--- config.mk ---
export PLATFORM = sky130hd
export DESIGN_NAME = slot_fault_logic_flat
export DESIGN_NICKNAME = d
export VERILOG_FILES = /design/src/verilog/hp_fault_pkg.sv /design/src/verilog/hp_fault_if.sv /design/src/verilog/slot_fault_logic.sv /design/src/flat_wrapper.sv
export SDC_FILE = /design/constraint.sdc
export NUM_CORES = 1
export LEC_CHECK = 0
export ABC_AREA = 1
export BUFFER_PORTS_ARGS = -buffer_cell sky130_fd_sc_hd__buf_2
export CAP_MARGIN = 15
export CORE_MARGIN = 8
export CORE_UTILIZATION = 40
export DETAILED_ROUTE_END_ITERATION = 6
export PLACE_DENSITY = 0.76
export SETUP_SLACK_MARGIN = 0.5
export SYNTH_ARGS = -nofsm -noshare
export SYNTH_HDL_FRONTEND = slang
export SYNTH_SLANG_ARGS = --single-unit
--- constraint.sdc ---
create_clock -name pclk -period 1 [get_ports pclk]
set_input_delay 0.05 -clock pclk [delete_from_list [all_inputs] [get_ports pclk]]
set_output_delay 0.05 -clock pclk [all_outputs]
set_load 0.01 [all_outputs]
--- src/verilog/hp_fault_pkg.sv ---
// Shared constants for the dual-slot fault and interrupt logic and its host
package hp_fault_pkg;
    // Device register indices on the register link
    localparam logic [2:0] ADDR_CTRL_A  = 3'h2;
    localparam logic [2:0] ADDR_CTRL_B  = 3'h3;
    localparam logic [2:0] ADDR_STAT_A  = 3'h4;
    localparam logic [2:0] ADDR_STAT_B  = 3'h5;
    localparam logic [2:0] ADDR_COMMON  = 3'h6;
    // Slot control register fields
    localparam int CTRL_AUX_EN     = 0;  // aux enable bit
    localparam int CTRL_MAIN_EN    = 1;  // main_enable_bit
    localparam int CTRL_INHIBIT    = 2;  // forced_enable_inhibit_bit
    localparam int CTRL_MAIN_PG    = 6;  // Main power good, read only
    localparam int CTRL_AUX_PG     = 7;  // Aux power good, read only
    // Slot status register fields
    localparam int STAT_RAIL33     = 0;  // rail33_fault_bit
    localparam int STAT_RAIL12     = 2;  // rail12_fault_bit
    localparam int STAT_AUX        = 4;  // aux_fault_bit
    localparam int STAT_SUMMARY    = 7;  // Summary fault flag
    // Common status register fields
    localparam int COM_MASK        = 0;  // irq_mask_bit
    localparam int COM_OT          = 1;  // die_overtemp_flag
    localparam int COM_UV          = 2;  // main_undervolt_flag
    // Reset values
    localparam logic [7:0] CTRL_RESET = 8'h00;
    localparam logic [1:0] FORCE_N_RESET = 2'h3;
    // Host APB register byte offsets
    localparam logic [7:0] APB_CMD     = 8'h00;
    localparam logic [7:0] APB_STATUS  = 8'h04;
    localparam logic [7:0] APB_PINS    = 8'h08;
    // Host command word fields
    localparam int CMD_ADDR_LSB    = 8;
    localparam int CMD_WRITE       = 16;
    // Host status word fields
    localparam int HST_BUSY        = 8;
    localparam int HST_IRQ         = 9;
    localparam int HST_FAULT_LSB   = 10;
    localparam int HST_PG_LSB      = 12;
    // Host pin word fields
    localparam int PIN_MAIN_LSB    = 0;
    localparam int PIN_AUX_LSB     = 2;
    localparam int PIN_FORCE_LSB   = 4;
endpackage : hp_fault_pkg

--- src/verilog/hp_fault_if.sv ---
// Link between the fault logic device and its host controller
`timescale 1ns/100ps
interface hp_fault_if;
    logic       reg_sel;              // One-cycle register request
    logic       reg_write;            // Request is a write
    logic [2:0] reg_addr;             // Register index
    logic [7:0] reg_wdata;            // Write data
    logic [7:0] reg_rdata;            // Read data, valid with reg_ack
    logic       reg_ack;              // One-cycle answer
    logic [1:0] main_power_enable_in; // Direct-mode main enables
    logic [1:0] aux_power_enable_in;  // Direct-mode aux enables
    logic [1:0] forced_enable_n;      // Forced-on inputs, active low
    logic       irq_n;                // Interrupt, active low
    logic [1:0] slot_fault_flag;      // Slot fault pins
    logic [1:0] slot_power_good_out;  // Slot power good pins

    modport dev (
        input  reg_sel, reg_write, reg_addr, reg_wdata,
        input  main_power_enable_in, aux_power_enable_in, forced_enable_n,
        output reg_rdata, reg_ack, irq_n, slot_fault_flag, slot_power_good_out
    );
    modport host (
        output reg_sel, reg_write, reg_addr, reg_wdata,
        output main_power_enable_in, aux_power_enable_in, forced_enable_n,
        input  reg_rdata, reg_ack, irq_n, slot_fault_flag, slot_power_good_out
    );
endinterface : hp_fault_if

--- src/verilog/slot_fault_logic.sv ---
// Dual-slot fault latching, interrupt and forced-enable control
// Contract
// Slot overtemp with aux overcurrent kills slot
// Slot overtemp bypasses and aborts fault timer
// Shut slot shows fault; other slot runs
// Fault clears by toggling matching enable
// Die overtemp kills both, sets flag
// Channels resume prior state after die cools
// Interrupt on power fault, undervolt, die overtemp
// Direct mode: interrupt follows live fault
// Host clears faults by dropping enable pins
// Mask bit disables interrupt, resets clear; the code applies the mask in bus mode only
// Status: summary D7, aux D4, 12V D2, 3V3 D0
// Bus mode: clear fault via control bits
// Source bits sticky, write one clears
// Summary bit read only, auto clears
// Common status: undervolt D2, overtemp D1
// Forced enable turns outputs on regardless
// Aux undervolt still cuts forced aux
// Forced outputs survive slot overtemp only
// Forced mode holds fault, good pins false
// Inhibit bit ignores forced enable input
// Control write switches to bus mode for good
// Bus mode: summary bit reads inactive
// Interrupt from latched flags unless masked
//
// Our own choices: the register addresses and the APB register port.
`timescale 1ns/100ps
module slot_fault_logic (
    input  wire logic       pclk,
    input  wire logic       presetn,
    hp_fault_if.dev         link,
    input  wire logic [1:0] slot_overtemp,     // Slot reached its overtemp level
    input  wire logic       die_overtemp,      // Die reached second overtemp level
    input  wire logic [1:0] aux_overcurrent,   // Aux overcurrent present
    input  wire logic [1:0] rail12_fault_evt,  // 12 V fault timer expired
    input  wire logic [1:0] rail33_fault_evt,  // 3.3 V fault timer expired
    input  wire logic [1:0] aux_fault_evt,     // Aux fault timer expired
    input  wire logic [1:0] aux_undervolt,     // Aux supply input undervoltage
    input  wire logic       main_undervolt,    // Main supply undervoltage
    input  wire logic [1:0] main_pg_in,        // Main rails above good level
    input  wire logic [1:0] aux_pg_in,         // Aux output above good level
    output logic      [1:0] main_power_on,     // Main switch gate enables
    output logic      [1:0] aux_power_on,      // Aux switch enables
    output logic      [1:0] fault_timer_abort  // Cancels a running fault timer
);

    // Whole state of the block
    typedef struct packed {
        logic            sbus;     // Bus control mode, sticky until reset
        logic [1:0][2:0] ctrl;     // Writable control bits per slot
        logic [1:0]      fm;       // Live main fault latch
        logic [1:0]      fa;       // Live aux fault latch
        logic [1:0][2:0] src;      // Sticky sources: aux, 12 V, 3.3 V
        logic            uv;       // Main undervolt flag
        logic            ot;       // Die overtemp flag
        logic            mask;     // Interrupt mask
        logic            ack;
        logic [7:0]      rdata;
        logic [1:0]      main_on;
        logic [1:0]      aux_on;
        logic [1:0]      abort;
        logic [1:0]      flt;
        logic [1:0]      pg;
        logic            irq_n;
    } dev_state_t;

    dev_state_t s;       // Registered state
    dev_state_t next_s;  // Next state

    // Next-state logic for both slots and the common flags
    always_comb begin
        logic       wr;          // Write request this cycle
        logic       forced;      // Forced enable in effect
        logic       ot_trip;     // Slot thermal shutdown condition
        logic       main_req;    // Main enable from pin or bit
        logic       aux_req;     // Aux enable from pin or bit
        logic       any_live;    // Any live fault for direct interrupt
        logic       any_flag;    // Any latched flag for bus interrupt
        logic [2:0] src_set;     // Source bits set this cycle
        next_s   = s;
        wr       = link.reg_sel & link.reg_write;
        forced   = 1'b0;
        ot_trip  = 1'b0;
        main_req = 1'b0;
        aux_req  = 1'b0;
        any_live = 1'b0;
        any_flag = 1'b0;
        src_set  = 3'h0;
        next_s.ack = link.reg_sel;

        // Common flags: set wins over a write-one clear
        if (wr && link.reg_addr == hp_fault_pkg::ADDR_COMMON) begin
            if (link.reg_wdata[hp_fault_pkg::COM_UV])
                next_s.uv = 1'b0;
            if (link.reg_wdata[hp_fault_pkg::COM_OT])
                next_s.ot = 1'b0;
            next_s.mask = link.reg_wdata[hp_fault_pkg::COM_MASK];
        end
        if (main_undervolt)
            next_s.uv = 1'b1;
        if (die_overtemp)
            next_s.ot = 1'b1;

        // Any control write leaves direct mode until reset
        if (wr && (link.reg_addr == hp_fault_pkg::ADDR_CTRL_A ||
                   link.reg_addr == hp_fault_pkg::ADDR_CTRL_B))
            next_s.sbus = 1'b1;

        // Per-slot protection
        for (int i = 0; i < 2; i++) begin
            if (wr && link.reg_addr == 3'(hp_fault_pkg::ADDR_CTRL_A + 3'(i)))
                next_s.ctrl[i] = link.reg_wdata[2:0];
            // Inhibit bit gates the forced pin
            forced = !link.forced_enable_n[i]
                     && !s.ctrl[i][hp_fault_pkg::CTRL_INHIBIT];
            ot_trip = slot_overtemp[i] & aux_overcurrent[i];
            // Enable source depends on control mode
            if (s.sbus) begin
                main_req = s.ctrl[i][hp_fault_pkg::CTRL_MAIN_EN];
                aux_req  = s.ctrl[i][hp_fault_pkg::CTRL_AUX_EN];
            end else begin
                main_req = link.main_power_enable_in[i];
                aux_req  = link.aux_power_enable_in[i];
            end
            // Live latches clear with their enable; a new event wins
            if (!main_req)
                next_s.fm[i] = 1'b0;
            if (!aux_req)
                next_s.fa[i] = 1'b0;
            if (rail12_fault_evt[i] || rail33_fault_evt[i] || ot_trip)
                next_s.fm[i] = 1'b1;
            if (aux_fault_evt[i] || aux_undervolt[i] || ot_trip)
                next_s.fa[i] = 1'b1;
            // Sticky sources: write one clears, set wins
            src_set = {aux_fault_evt[i] | aux_undervolt[i] | ot_trip,
                       rail12_fault_evt[i] | ot_trip,
                       rail33_fault_evt[i]};
            if (wr && link.reg_addr == 3'(hp_fault_pkg::ADDR_STAT_A + 3'(i)))
                next_s.src[i] = s.src[i] & ~{link.reg_wdata[hp_fault_pkg::STAT_AUX],
                                             link.reg_wdata[hp_fault_pkg::STAT_RAIL12],
                                             link.reg_wdata[hp_fault_pkg::STAT_RAIL33]};
            next_s.src[i] = next_s.src[i] | src_set;
            // Thermal trip aborts this slot's timer only
            next_s.abort[i] = ot_trip;
            // Die overtemp overrides everything; enables kept for resume
            if (die_overtemp) begin
                next_s.main_on[i] = 1'b0;
                next_s.aux_on[i]  = 1'b0;
            end else if (forced) begin
                next_s.main_on[i] = 1'b1;
                next_s.aux_on[i]  = !aux_undervolt[i];
            end else begin
                next_s.main_on[i] = main_req && !next_s.fm[i];
                next_s.aux_on[i]  = aux_req && !next_s.fa[i]
                                    && !aux_undervolt[i];
            end
            // Pins read false while forced
            next_s.flt[i] = !forced && (next_s.fm[i] || next_s.fa[i]);
            next_s.pg[i]  = !forced && main_pg_in[i] && next_s.main_on[i];
            any_live = any_live | s.fm[i] | s.fa[i];
            any_flag = any_flag | (|s.src[i]) | s.fm[i] | s.fa[i];
        end

        // Interrupt: live faults in direct mode, masked flags on bus
        if (s.sbus)
            next_s.irq_n = !((any_flag || s.uv || s.ot) && !s.mask);
        else
            next_s.irq_n = !(any_live || main_undervolt || die_overtemp);

        // Read mux, answered the cycle after the request
        unique case (link.reg_addr)
            hp_fault_pkg::ADDR_CTRL_A, hp_fault_pkg::ADDR_CTRL_B: begin
                next_s.rdata = {aux_pg_in[link.reg_addr[0]] & s.aux_on[link.reg_addr[0]],
                                main_pg_in[link.reg_addr[0]] & s.main_on[link.reg_addr[0]],
                                3'h0, s.ctrl[link.reg_addr[0]]};
            end
            hp_fault_pkg::ADDR_STAT_A, hp_fault_pkg::ADDR_STAT_B: begin
                next_s.rdata = {!s.sbus && (|s.src[link.reg_addr[0]]),
                                2'h0, s.src[link.reg_addr[0]][2], 1'b0,
                                s.src[link.reg_addr[0]][1], 1'b0,
                                s.src[link.reg_addr[0]][0]};
            end
            hp_fault_pkg::ADDR_COMMON: begin
                next_s.rdata = {5'h00, s.uv, s.ot, s.mask};
            end
            default: begin
                next_s.rdata = 8'h00;
            end
        endcase
    end

    // State register
    always_ff @(posedge pclk or negedge presetn) begin
        if (!presetn) begin
            s       <= '0;
            s.irq_n <= 1'b1;
        end else begin
            s <= next_s;
        end
    end

    // Outputs come straight from the state
    assign link.reg_ack             = s.ack;
    assign link.reg_rdata           = s.rdata;
    assign link.irq_n               = s.irq_n;
    assign link.slot_fault_flag     = s.flt;
    assign link.slot_power_good_out = s.pg;
    assign main_power_on            = s.main_on;
    assign aux_power_on             = s.aux_on;
    assign fault_timer_abort        = s.abort;

endmodule : slot_fault_logic

--- src/flat_wrapper.sv ---
// flat-port wrapper written by rule: the top's interface ports become plain ports
module slot_fault_logic_flat 
  (pclk, presetn, slot_overtemp, die_overtemp, aux_overcurrent, rail12_fault_evt, rail33_fault_evt, aux_fault_evt, aux_undervolt, main_undervolt, main_pg_in, aux_pg_in, main_power_on, aux_power_on, fault_timer_abort, link_reg_sel, link_reg_write, link_reg_addr, link_reg_wdata, link_main_power_enable_in, link_aux_power_enable_in, link_forced_enable_n, link_reg_rdata, link_reg_ack, link_irq_n, link_slot_fault_flag, link_slot_power_good_out);
  hp_fault_if link_i ();
  input  wire logic pclk;
  input  wire logic presetn;
  input  wire logic [1:0] slot_overtemp;
  input  wire logic die_overtemp;
  input  wire logic [1:0] aux_overcurrent;
  input  wire logic [1:0] rail12_fault_evt;
  input  wire logic [1:0] rail33_fault_evt;
  input  wire logic [1:0] aux_fault_evt;
  input  wire logic [1:0] aux_undervolt;
  input  wire logic main_undervolt;
  input  wire logic [1:0] main_pg_in;
  input  wire logic [1:0] aux_pg_in;
  output logic      [1:0] main_power_on;
  output logic      [1:0] aux_power_on;
  output logic      [1:0] fault_timer_abort;
  input wire logic [$bits(link_i.reg_sel)-1:0] link_reg_sel;
  input wire logic [$bits(link_i.reg_write)-1:0] link_reg_write;
  input wire logic [$bits(link_i.reg_addr)-1:0] link_reg_addr;
  input wire logic [$bits(link_i.reg_wdata)-1:0] link_reg_wdata;
  input wire logic [$bits(link_i.main_power_enable_in)-1:0] link_main_power_enable_in;
  input wire logic [$bits(link_i.aux_power_enable_in)-1:0] link_aux_power_enable_in;
  input wire logic [$bits(link_i.forced_enable_n)-1:0] link_forced_enable_n;
  output wire logic [$bits(link_i.reg_rdata)-1:0] link_reg_rdata;
  output wire logic [$bits(link_i.reg_ack)-1:0] link_reg_ack;
  output wire logic [$bits(link_i.irq_n)-1:0] link_irq_n;
  output wire logic [$bits(link_i.slot_fault_flag)-1:0] link_slot_fault_flag;
  output wire logic [$bits(link_i.slot_power_good_out)-1:0] link_slot_power_good_out;
  assign link_i.reg_sel = link_reg_sel;
  assign link_i.reg_write = link_reg_write;
  assign link_i.reg_addr = link_reg_addr;
  assign link_i.reg_wdata = link_reg_wdata;
  assign link_i.main_power_enable_in = link_main_power_enable_in;
  assign link_i.aux_power_enable_in = link_aux_power_enable_in;
  assign link_i.forced_enable_n = link_forced_enable_n;
  assign link_reg_rdata = link_i.reg_rdata;
  assign link_reg_ack = link_i.reg_ack;
  assign link_irq_n = link_i.irq_n;
  assign link_slot_fault_flag = link_i.slot_fault_flag;
  assign link_slot_power_good_out = link_i.slot_power_good_out;
  slot_fault_logic u_core (.pclk(pclk), .presetn(presetn), .link(link_i), .slot_overtemp(slot_overtemp), .die_overtemp(die_overtemp), .aux_overcurrent(aux_overcurrent), .rail12_fault_evt(rail12_fault_evt), .rail33_fault_evt(rail33_fault_evt), .aux_fault_evt(aux_fault_evt), .aux_undervolt(aux_undervolt), .main_undervolt(main_undervolt), .main_pg_in(main_pg_in), .aux_pg_in(aux_pg_in), .main_power_on(main_power_on), .aux_power_on(aux_power_on), .fault_timer_abort(fault_timer_abort));
endmodule
; Word level (Yosys, flattened, before mapping)
; Index checks and enable logic that the tools add are counted.
[word_totals]
inputBits = 39
out_inout_bits = 20
ff_bits = 40
wordCells = 153
[classes]
n_bitwise = 24
n_reduce_logical = 64
n_mux = 41
magnitude_cmp = 1
eq_ne = 5
[op_table]
columns = operator, n
row1 = $mux 1, 33
row2 = $pmux 8 s3, 1
row3 = $logic_and 1x1->1, 22
row4 = $mux 3, 7
row5 = $logic_not 1->1, 16
row6 = $logic_or 1x1->1, 15
row7 = $or 1x1->1, 14
row8 = $eq 3x3->1 const B, 3
row9 = $reduce_or 3->1, 3
row10 = $reduce_bool 2->1, 4
row11 = $and 3x3->3, 2
row12 = $eq 3x2->1 const B, 2
row13 = $or 3x3->3, 2
row14 = $and 1x1->1, 5
row15 = $reduce_and 2->1, 2
row16 = $reduce_or 2->1, 2
row17 = $not 3->3, 1
row18 = $lt 1x2->1 const B, 1

; Logic depth before layout (Yosys ltp)
; Gate-level depths: netlist of the first run.
[logic_depth]
ltp_word = 11
ltp_mapped = 7
mapped_depth_nobuf = 7

; Worst setup path after synthesis of the first run
; No wires, ideal clock.
[synth_timing]
path_type = reg2reg
startpoint = register u_core.s[39] in the netlist's numbering
endpoint = register u_core.s (netlist bit u_core.link.slot_power_good_out[0])
synth_period_minus_slack_ns = 0.984
setup_time_ns = 0.071
n_path_buf = 0
path_slack_ns = 0.016
stages_incl_launch_ff = 8
t_required_ns = 0.929
t_arrival_ns = 0.913
cell_sequence = dfrtp_1 -> inv_1 -> nand2_1 -> nand2_1 -> nand3_1 -> nand2_1 -> nand2_1 -> nor2_1
[synth_rtl]
columns = element, line_no
row1 = start: declaration, slot_fault_logic.sv:68  ; dev_state_t s;
row2 = start signal: assignment, slot_fault_logic.sv:199  ; s <= next_s;

==> run summary, run 1 <==
Drt pass-1 iters: 4
Synth Warn #: 0
Achievable clock frequency: 897 MHz
WP buf/inv: 1
Via count: 1702
Largest net degree at the start of global routing: 26
Final Hold Viols: 45
Vias in the first global route: 1748
DR WL/cell: 14.1 µm
Routed Antenna Nets: 0
Crit-path max cell delay: 0.45 ns
Cell mode on critical path: nand2_1
Cell Area, Synth: 1880 µm²
RSZ-0062 raised after global routing: yes
IO Pins: 59
H-tree Lvls: 2
Reg2Reg Depth: 7
Crit path time final: 1.11 ns
Share of cells above drive strength 1: 43.4%
First-pass GRT wire length: 8110 µm
Post-Syn Instances: 236
Hold Path Class: input port to asynchronous set/reset pin
CTS tree: built
Post-layout util: 53.8%
Total congestion overflow: 0
CP required: 1.23 ns
Crit path launch: u_core.s[39]
Synth cell types: 23
Layout area overhead: 32.8%
Core box area: 4630 µm²
Clk_lat worst skew: 0.29 ns
Drt drc: 0
Place WS: -0.0767 ns
Smallest setup slack after layout: -0.115 ns
GPL Wtd Cong: 0.881
Worst hold margin: -0.341 ns
Slew Limit Fails: 0
Final setup vio count: 7
Mapped Avg Cell Area: 7.95 µm²
Leakage: 0.00133 µW
CTS Root Cell: clkbuf_8
CP cell instances: inv_4, nand2_2, nand2_4, nand3_2, nand2_1, nand2_1, nor2_1
Die Area: 7140 µm²
Port bufs: 52
Yosys reg bits: 38
GRT Resource Usage Total: 14.2%
Area after DPL: 2170 µm²
RR Startpoint: u_core.s[39]
Floorplan row count: 25
Critical path class: flop to flop
Fin area: 2490 µm²
Max-cap violations: 0
Layout Skew: 0.00491 ns
PwrDens: 1390 nW/µm²
CP max stage cell: dfrtp_2
Period utilisation layout: 111%
Nets@finish: 336
Initial core utilization: 40.5%
Critical path arrival: 1.34 ns
CTS Buf Count: 5
Failing checks: negative hold slack, negative setup slack
Detailed Route WL: 4930 µm
Crit path max-delay family: simple AND/OR/NAND/NOR gates
Clock sink count: 38
Critical Path End Type: flop
Critical R2R Capture: u_core.link.slot_power_good_out[1]
Inserted Diodes: 0
CP Launch Type: flop
Setup TNS: -0.319 ns
FF-to-FF setup slack: -0.11 ns
Die Width: 84.5 µm
Reg clk slew, reported paths: 0.07 ns
Drt via density: 4.85
Max Root-Sink Buffers: 2
# fillers: 424
DP Wirelength: 3620 µm
Die H: 84.5 µm
Initial antenna violation count: 0
Status: complete, but fails checks
Worst IR drop on VDD: 560 µV
Worst-path fanout max: 6
Post-synthesis sequential area ratio: 50.7%
DRT iter0 DRCs: 95
[kinds of logic (layout without fill, tap and decap cells)]
| group | after synthesis | after routing | synth area share, % |
|---|---|---|---|
| buffers and inverters | 50 | 110 | 14.0 |
| AO/OA/AOI/OAI | 22 | 22 | 6.73 |
| AND/OR/NAND/NOR | 125 | 125 | 28.3 |
| flip-flops | 38 | 38 | 50.7 |
| other | 1 | 2 | 0.200 |
[Yosys cell counts, drive strengths merged]
master,number,area [µm²]
nand2,83,322
buf,19,146
a21oi,2,13.8
nand3,14,70.1
nand4,3,33.8
conb,1,3.75
o21ai,18,97.6
inv,31,116
nor2,24,100
or2,1,6.26
o211ai,2,15.0
dfstp,1,26.3
dfrtp,37,926
[placed cells by master (no fill, tap or decap), types with 8 or more instances in the layout]
| cell | instances |
|---|---|
| nand2_1 | 66 |
| buf_6 | 8 |
| inv_1 | 23 |
| nand3_2 | 10 |
| o21ai_1 | 12 |
| buf_2 | 48 |
| nor2_1 | 19 |
| dfrtp_1 | 36 |
| buf_4 | 15 |
| nand2_2 | 13 |
[through the flow]
step	cells	power (µW)
after global routing	351	3640
after detailed placement	332	2350
final	351	3460
after floorplan	237	2170
after global placement	332	2330
after CTS	346	3380
[worst max-delay path by stage]
stage / endpoint / slack, ns / cells after the start
finish: u_core.link.slot_power_good_out[1] / -0.11 / 7
global placement: u_core.link.slot_power_good_out[1] / -0.02 / 7
global route: u_core.link.slot_power_good_out[1] / -0.16 / 5
CTS: u_core.link.slot_power_good_out[0] / -0.08 / 7
detailed placement: u_core.link.slot_power_good_out[1] / -0.08 / 7
floorplan: u_core.link.slot_power_good_out[0] / 0.06 / 7
[flip-flops by register name, indices dropped and copies added (netlist names)]
name                             count
u_core.aux_power_on                  2
u_core.fault_timer_abort             2
u_core.link.irq_n                    1
u_core.link.reg_ack                  1
u_core.link.reg_rdata                6
u_core.link.slot_fault_flag          2
u_core.link.slot_power_good_out      2
u_core.main_power_on                 2
u_core.s                            20
[layout make-up]
type	count	area (µm²)	area share, %
repair buffers	72	463	18.6
flip-flops and latches	38	953	38.3
well taps	54	67.6	2.71
clock buffers	7	76.3	3.06
multi-input cells	149	805	32.3
inverters	31	128	5.12
[power by group]
| group | internal (µW) | total, µW | switching (µW) | leakage (µW) |
|---|---|---|---|---|
| Clock | 480 | 991 | 511 | 0.0000383 |
| Sequential | 1670 | 1750 | 86.3 | 0.000437 |
| Combinational | 306 | 716 | 410 | 0.000850 |
[timing repair]
action,CTS,global route
setup buffers,7,5
setup endpoints to repair,53,53
gates resized for setup,19,30
cloned,0,0
endpoints found under the hold margin,46,20
pin swaps,10,25
[per-layer routing]
metal	up-vias	routed length (µm)	global-route usage [%]
met5	-	0	0
met3	8	384	6.05
met2	63	2500	24.7
met4	0	64	3.72
met1	800	1990	15.4
li1	831	-	-
No activity file was read; power rests on OpenSTA's default activity.
==> inputs of run 2 (changes only) <==
--- a/config.mk
+++ b/config.mk
@@ -11,6 +11,7 @@
 export CORE_MARGIN = 8
 export CORE_UTILIZATION = 40
 export DETAILED_ROUTE_END_ITERATION = 6
+export GPL_TIMING_DRIVEN = 0
 export PLACE_DENSITY = 0.76
 export SETUP_SLACK_MARGIN = 0.5
 export SYNTH_ARGS = -nofsm -noshare
==> run 2 against run 1 <==
The run still ends with negative hold slack, negative setup slack left. Sequential power barely moved. Die area unchanged. Combinational power up 16%. Register-to-register slack better by 0.03 ns. Count of clock-buffer cells in the layout down 1. Worst hold slack improved by 0.056 ns. First-iteration DRC count is 34% lower. Global-route usage is 0.46 points higher. Flip-flop and latch count is the same. Clock skew increased by 0.0049 ns. Critical path depth stayed put. Critical endpoint unchanged. Largest power group unchanged.
==> run summary, run 2 (synthesis gave the netlist of run 1 again) <==
Layout Skew: 0.00977 ns (+0.00485 ns)
Initial antenna violation count: 0 (unchanged)
CTS tree: built
FF-to-FF setup slack: -0.08 ns (+0.03 ns)
Via count: 1737 (+2.1%)
Total power: 3690 µW (+6.6%)
Achievable clock frequency: 924 MHz (+2.9%)
Drt via density: 4.69 (-3.2%)
Max-cap violations: 0 (unchanged)
Register area: 953 µm² (unchanged)
Setup TNS: -0.448 ns (-0.129 ns)
Routed Antenna Nets: 0 (unchanged)
First-pass GRT wire length: 8220 µm (+1.4%)
Critical R2R Capture: u_core.link.slot_power_good_out[1]
GPL Wtd Cong: 0.850 (-3.5%)
DP Wirelength: 3510 µm (-2.8%)
Initial core utilization: 40.5% (unchanged)
H-tree Lvls: 2 (unchanged)
RSZ-0062 raised after global routing: yes
Core box area: 4630 µm² (unchanged)
DR WL/cell: 13.4 µm (-4.3%)
Critical path arrival: 1.31 ns (-0.03 ns)
Worst hold margin: -0.285 ns (+0.0563 ns)
Drt pass-1 iters: 4 (unchanged)
Worst-path fanout max: 6 (unchanged)
Layout area overhead: 48.5%
Status: complete, but fails checks
# fillers: 401 (-5.4%)
Register name with the most flops: u_core.s
Smallest setup slack after layout: -0.0827 ns (+0.0318 ns)
Die Area: 7140 µm² (unchanged)
Detailed Route WL: 4980 µm (+0.87%)
DRT iter0 DRCs: 63 (-34%)
Floorplan row count: 25 (unchanged)
Worst IR drop on VDD: 841 µV (+50%)
Die H: 84.5 µm (unchanged)
Max Root-Sink Buffers: 2 (unchanged)
Commonest non-fill, non-tap cell in the layout: nand2_1
Hold Path Class: input port to asynchronous set/reset pin
Fin area: 2790 µm² (+12%)
Slew Limit Fails: 0 (unchanged)
CTS Root Cell: clkbuf_8
RR Startpoint: u_core.s[39]
Multi-input combinational cell area: 801 µm² (-0.47%)
Critical path class: flop to flop
Drt drc: 0 (unchanged)
Critical Path End Type: flop
Total congestion overflow: 0 (unchanged)
Period utilisation layout: 108% (-3.2 points)
Max reg flops: 20 (unchanged)
PwrDens: 1320 nW/µm² (-4.7%)
Clock sink count: 38 (unchanged)
GRT Resource Usage Total: 14.7% (+0.46 points)
Place WS: -0.116 ns (-0.0391 ns)
Crit path time final: 1.08 ns (-0.0318 ns)
Share of cells above drive strength 1: 47.2% (+3.7 points)
Inserted Diodes: 0 (unchanged)
Clk_lat worst skew: 0.29 ns (about the same)
Nets@finish: 354 (+5.4%)
Largest net degree at the start of global routing: 39 (+50%)
Final setup vio count: 10 (+3)
IO Pins: 59 (unchanged)
Most frequent cells in the layout: nand2_1, buf_6, dfrtp_1
Vias in the first global route: 1786 (+2.2%)
Reg2Reg Depth: 7 (unchanged)
Reg clk slew, reported paths: 0.08 ns (about the same)
Area after DPL: 2300 µm² (+6.2%)
CP Launch Type: flop
Final Hold Viols: 44 (-2.2%)
CTS Buf Count: 5 (unchanged)
CP required: 1.23 ns (about the same)
Leakage: 0.00146 µW (+10%)
Failing checks: negative hold slack, negative setup slack
Port bufs: 52 (unchanged)
Die Width: 84.5 µm (unchanged)
==> run 2: changes by cell type in the layout (fill, tap and decap cells not counted), moves of 2 or more <==
cell      change
buf_6        +32
buf_2        -15
buf_4         +2
clkbuf_1      -2
==> run 2: layout make-up <==
cell class                 count  area share (%)
sequential                    38            34.2
buffer                        19            7.41
multi-input combinational    149            28.7
timing repair buffer          71            19.3
clock buffer                   6            2.96
tap                           54            2.42
inverter                      31            4.58
clock inverter                 2           0.449
==> run 2: through the flow <==
step / cells / utilization [%]
6_report: 370 / 60.2
2_1_floorplan: 237 / -
3_5_place_dp: 343 / 49.8
3_3_place_gp: 343 / 49.8
5_1_grt: 370 / 60.2
4_1_cts: 364 / 57.6
==> run 2: power by group <==
group	internal [µW]	total (µW)	switching (µW)	leakage (µW)
logic	416	834	418	0.000977
clock network	554	1100	545	0.0000472
registers	1670	1760	89.3	0.000437
total	2640	3690	1050	0.00146
==> run 2: timing repair <==
action | CTS | global route
hold endpoints to repair | 46 | 44
endpoints found under the setup margin | 53 | 53
resized for setup | 41 | 21
gates cloned | 0 | 0
pin swaps | 16 | 11
buffers inserted | 13 | 6
==> run 2: routing by layer <==
layer / vias to the layer above / wire (µm) / global-route usage [%]
met1: 804 / 2030 / 16.8
li1: 867 / - / -
met5: - / 0 / 0
met4: 0 / 113 / 5.66
met2: 55 / 2500 / 24.3
met3: 11 / 331 / 5.46
==> run 2: worst max-delay path by stage <==
stage	to	cells past startpoint	slack, ns	from
detailed placement	u_core.link.slot_power_good_out[0]	7	-0.12	u_core.s[39]
finish	u_core.link.slot_power_good_out[1]	7	-0.08	u_core.s[39]
global route	u_core.link.slot_power_good_out[1]	7	-0.15	u_core.s[39]
CTS	u_core.link.slot_power_good_out[0]	7	-0.05	u_core.s[39]
global placement	u_core.link.slot_power_good_out[0]	7	-0.09	u_core.s[39]
floorplan	u_core.link.slot_power_good_out[0]	7	0.06	u_core.s[39]
==> run 2: worst max-delay path: stages (launching register included) <==
cell     delay, ns
dfrtp_2       0.46
inv_4         0.10
nand2_2       0.05
nand2_2       0.09
nand3_1       0.08
nand2_1       0.06
nand2_1       0.07
nor2_1        0.09
==> inputs of run 3 (changes only) <==
--- a/config.mk
+++ b/config.mk
@@ -6,13 +6,13 @@
 export NUM_CORES = 1
 export LEC_CHECK = 0
 export ABC_AREA = 1
-export BUFFER_PORTS_ARGS = -buffer_cell sky130_fd_sc_hd__buf_2
 export CAP_MARGIN = 15
 export CORE_MARGIN = 8
 export CORE_UTILIZATION = 40
 export DETAILED_ROUTE_END_ITERATION = 6
+export DONT_BUFFER_PORTS = 1
 export GPL_TIMING_DRIVEN = 0
-export PLACE_DENSITY = 0.76
+export PLACE_DENSITY = 0.56
 export SETUP_SLACK_MARGIN = 0.5
 export SYNTH_ARGS = -nofsm -noshare
 export SYNTH_HDL_FRONTEND = slang
==> run 3 against run 2 <==
The flow still finishes with violations (negative hold slack, negative setup slack). Routed wire length decreased by 4.2%. Power decreased by 7.3%. Critical path depth shrank 1. Combinational power fell by 25%. Worst hold slack got worse by 0.27 ns. Clock skew down 0.0054 ns.
==> run summary, run 3 (synthesis gave the netlist of run 1 again) <==
Final Hold Viols: 64 (+45%)
Worst hold margin: -0.555 ns (-0.270 ns)
Die Width: 84.5 µm (unchanged)
Hold Path Class: input port to asynchronous set/reset pin
Register name with the most flops: u_core.s
Floorplan row count: 25 (unchanged)
IO Pins: 59 (unchanged)
Status: complete, but fails checks
Routed Antenna Nets: 0 (unchanged)
RR Startpoint: u_core.s[39]
Critical path class: flop to flop
Die Area: 7140 µm² (unchanged)
H-tree Lvls: 2 (unchanged)
Failing checks: negative hold slack, negative setup slack
Final setup vio count: 9 (-1)
Clock sink count: 38 (unchanged)
CP Launch Type: flop
Detailed Route WL: 4770 µm (-4.2%)
Max reg flops: 20 (unchanged)
CP required: 1.22 ns (about the same)
Critical Path End Type: flop
Share of cells above drive strength 1: 34.5% (-13 points)
Nets@finish: 302 (-15%)
Vias in the first global route: 1572 (-12%)
Max-cap violations: 0 (unchanged)
PwrDens: 1420 nW/µm² (+7.6%)
Via count: 1520 (-12%)
Largest net degree at the start of global routing: 39 (unchanged)
Total congestion overflow: 0 (unchanged)
Smallest setup slack after layout: -0.0984 ns (-0.0157 ns)
Crit path time final: 1.10 ns (+0.0157 ns)
# fillers: 444 (+11%)
CTS Buf Count: 5 (unchanged)
Total power: 3420 µW (-7.3%)
Layout Skew: 0.00438 ns (-0.00538 ns)
Leakage: 0.00121 µW (-17%)
Achievable clock frequency: 910 MHz (-1.4%)
Most frequent cells in the layout: nand2_1, dfrtp_1, buf_6, inv_1, nor2_1
Reg2Reg Depth: 6 (-1)
Slew Limit Fails: 0 (unchanged)
Fin area: 2400 µm² (-14%)
GRT Resource Usage Total: 13.9% (-0.74 points)
Critical path arrival: 1.32 ns (about the same)
First-pass GRT wire length: 7710 µm (-6.3%)
Max Root-Sink Buffers: 2 (unchanged)
Port bufs: 0 (-100%)
Drt drc: 0 (unchanged)
Drt pass-1 iters: 4 (unchanged)
Core box area: 4630 µm² (unchanged)
Clk_lat worst skew: 0.29 ns (about the same)
CTS Hold Bufs: 3
Setup TNS: -0.533 ns (-0.0849 ns)
DP Wirelength: 3470 µm (-1.3%)
GPL Wtd Cong: 0.768 (-9.6%)
DR WL/cell: 15.0 µm (+12%)
Reg clk slew, reported paths: 0.07 ns (about the same)
RSZ-0062 raised after global routing: yes
Worst IR drop on VDD: 775 µV (-7.8%)
Register area: 952 µm² (-0.13%)
Critical R2R Capture: u_core.link.irq_n
Initial antenna violation count: 0 (unchanged)
Layout area overhead: 28.0%
FF-to-FF setup slack: -0.1 ns (-0.02 ns)
Period utilisation layout: 110% (+1.6 points)
Commonest non-fill, non-tap cell in the layout: nand2_1
Die H: 84.5 µm (unchanged)
Worst-path fanout max: 6 (unchanged)
CTS Root Cell: clkbuf_8
Inserted Diodes: 0 (unchanged)
Drt via density: 4.78 (+1.8%)
Area after DPL: 2040 µm² (-11%)
Post-layout util: 51.9% (-8.3 points)
Initial core utilization: 40.5% (unchanged)
CTS tree: built
DRT iter0 DRCs: 115 (+83%)
Multi-input combinational cell area: 796 µm² (-0.63%)
## run 3: worst max-delay path, cell delays in order, from the launching register on
cell and delay (ns):
dfrtp_1 0.42, inv_2 0.10, buf_4 0.14, buf_6 0.10
buf_4 0.12, nand4_1 0.07, nand2_1 0.07
## run 3: final cells by class
cell class              instances  area share, %
repair buffers                 19           7.19
flip-flops and latches         38           39.6
well taps                      54           2.81
multi-input cells             149           33.1
plain buffers                  19           8.59
clock inverters                 2          0.417
clock buffers                   6           3.02
inverters                      31           5.21
## run 3: worst max path at each step
stage / start / slack (ns) / cells after the start / endpoint
6_report: u_core.s[39] / -0.1 / 6 / u_core.link.irq_n
5_1_grt: u_core.s[39] / -0.15 / 7 / u_core.link.slot_power_good_out[0]
4_1_cts: u_core.s[39] / -0.07 / 7 / u_core.link.slot_power_good_out[1]
3_5_place_dp: u_core.s[39] / -0.12 / 7 / u_core.link.slot_power_good_out[1]
3_3_place_gp: u_core.s[39] / -0.11 / 7 / u_core.link.slot_power_good_out[1]
2_1_floorplan: u_core.s[39] / 0.06 / 7 / u_core.link.slot_power_good_out[0]
## run 3: routing by layer
layer / global-route usage, % / vias up / wire, µm
met5: 0 / - / 0
met4: 6.31 / 0 / 80
met3: 4.49 / 7 / 307
met2: 21.5 / 45 / 2220
met1: 17.2 / 707 / 2160
li1: - / 761 / -
## run 3: through the flow
step,instances,hold WS (ns),worst slack (ns)
6_report,318,-0.555,-0.0984
4_1_cts,307,-0.563,-0.0667
5_1_grt,318,-0.568,-0.147
2_1_floorplan,237,-0.246,0.0632
3_3_place_gp,291,-0.244,-0.106
3_5_place_dp,291,-0.244,-0.118
## run 3: power by group
part | internal (µW) | switching, µW | leakage [µW]
combinational | 302 | 327 | 0.000730
clock | 483 | 539 | 0.0000450
sequential | 1670 | 102 | 0.000437
## run 3: what timing repair did
item | 4_1_cts | 5_1_grt
buffers inserted | 5 | 11
pin swaps | 16 | 11
resized for setup | 23 | 20
endpoints found under the hold margin | 66 | 58
setup endpoints to repair | 53 | 53
gates cloned | 0 | 0
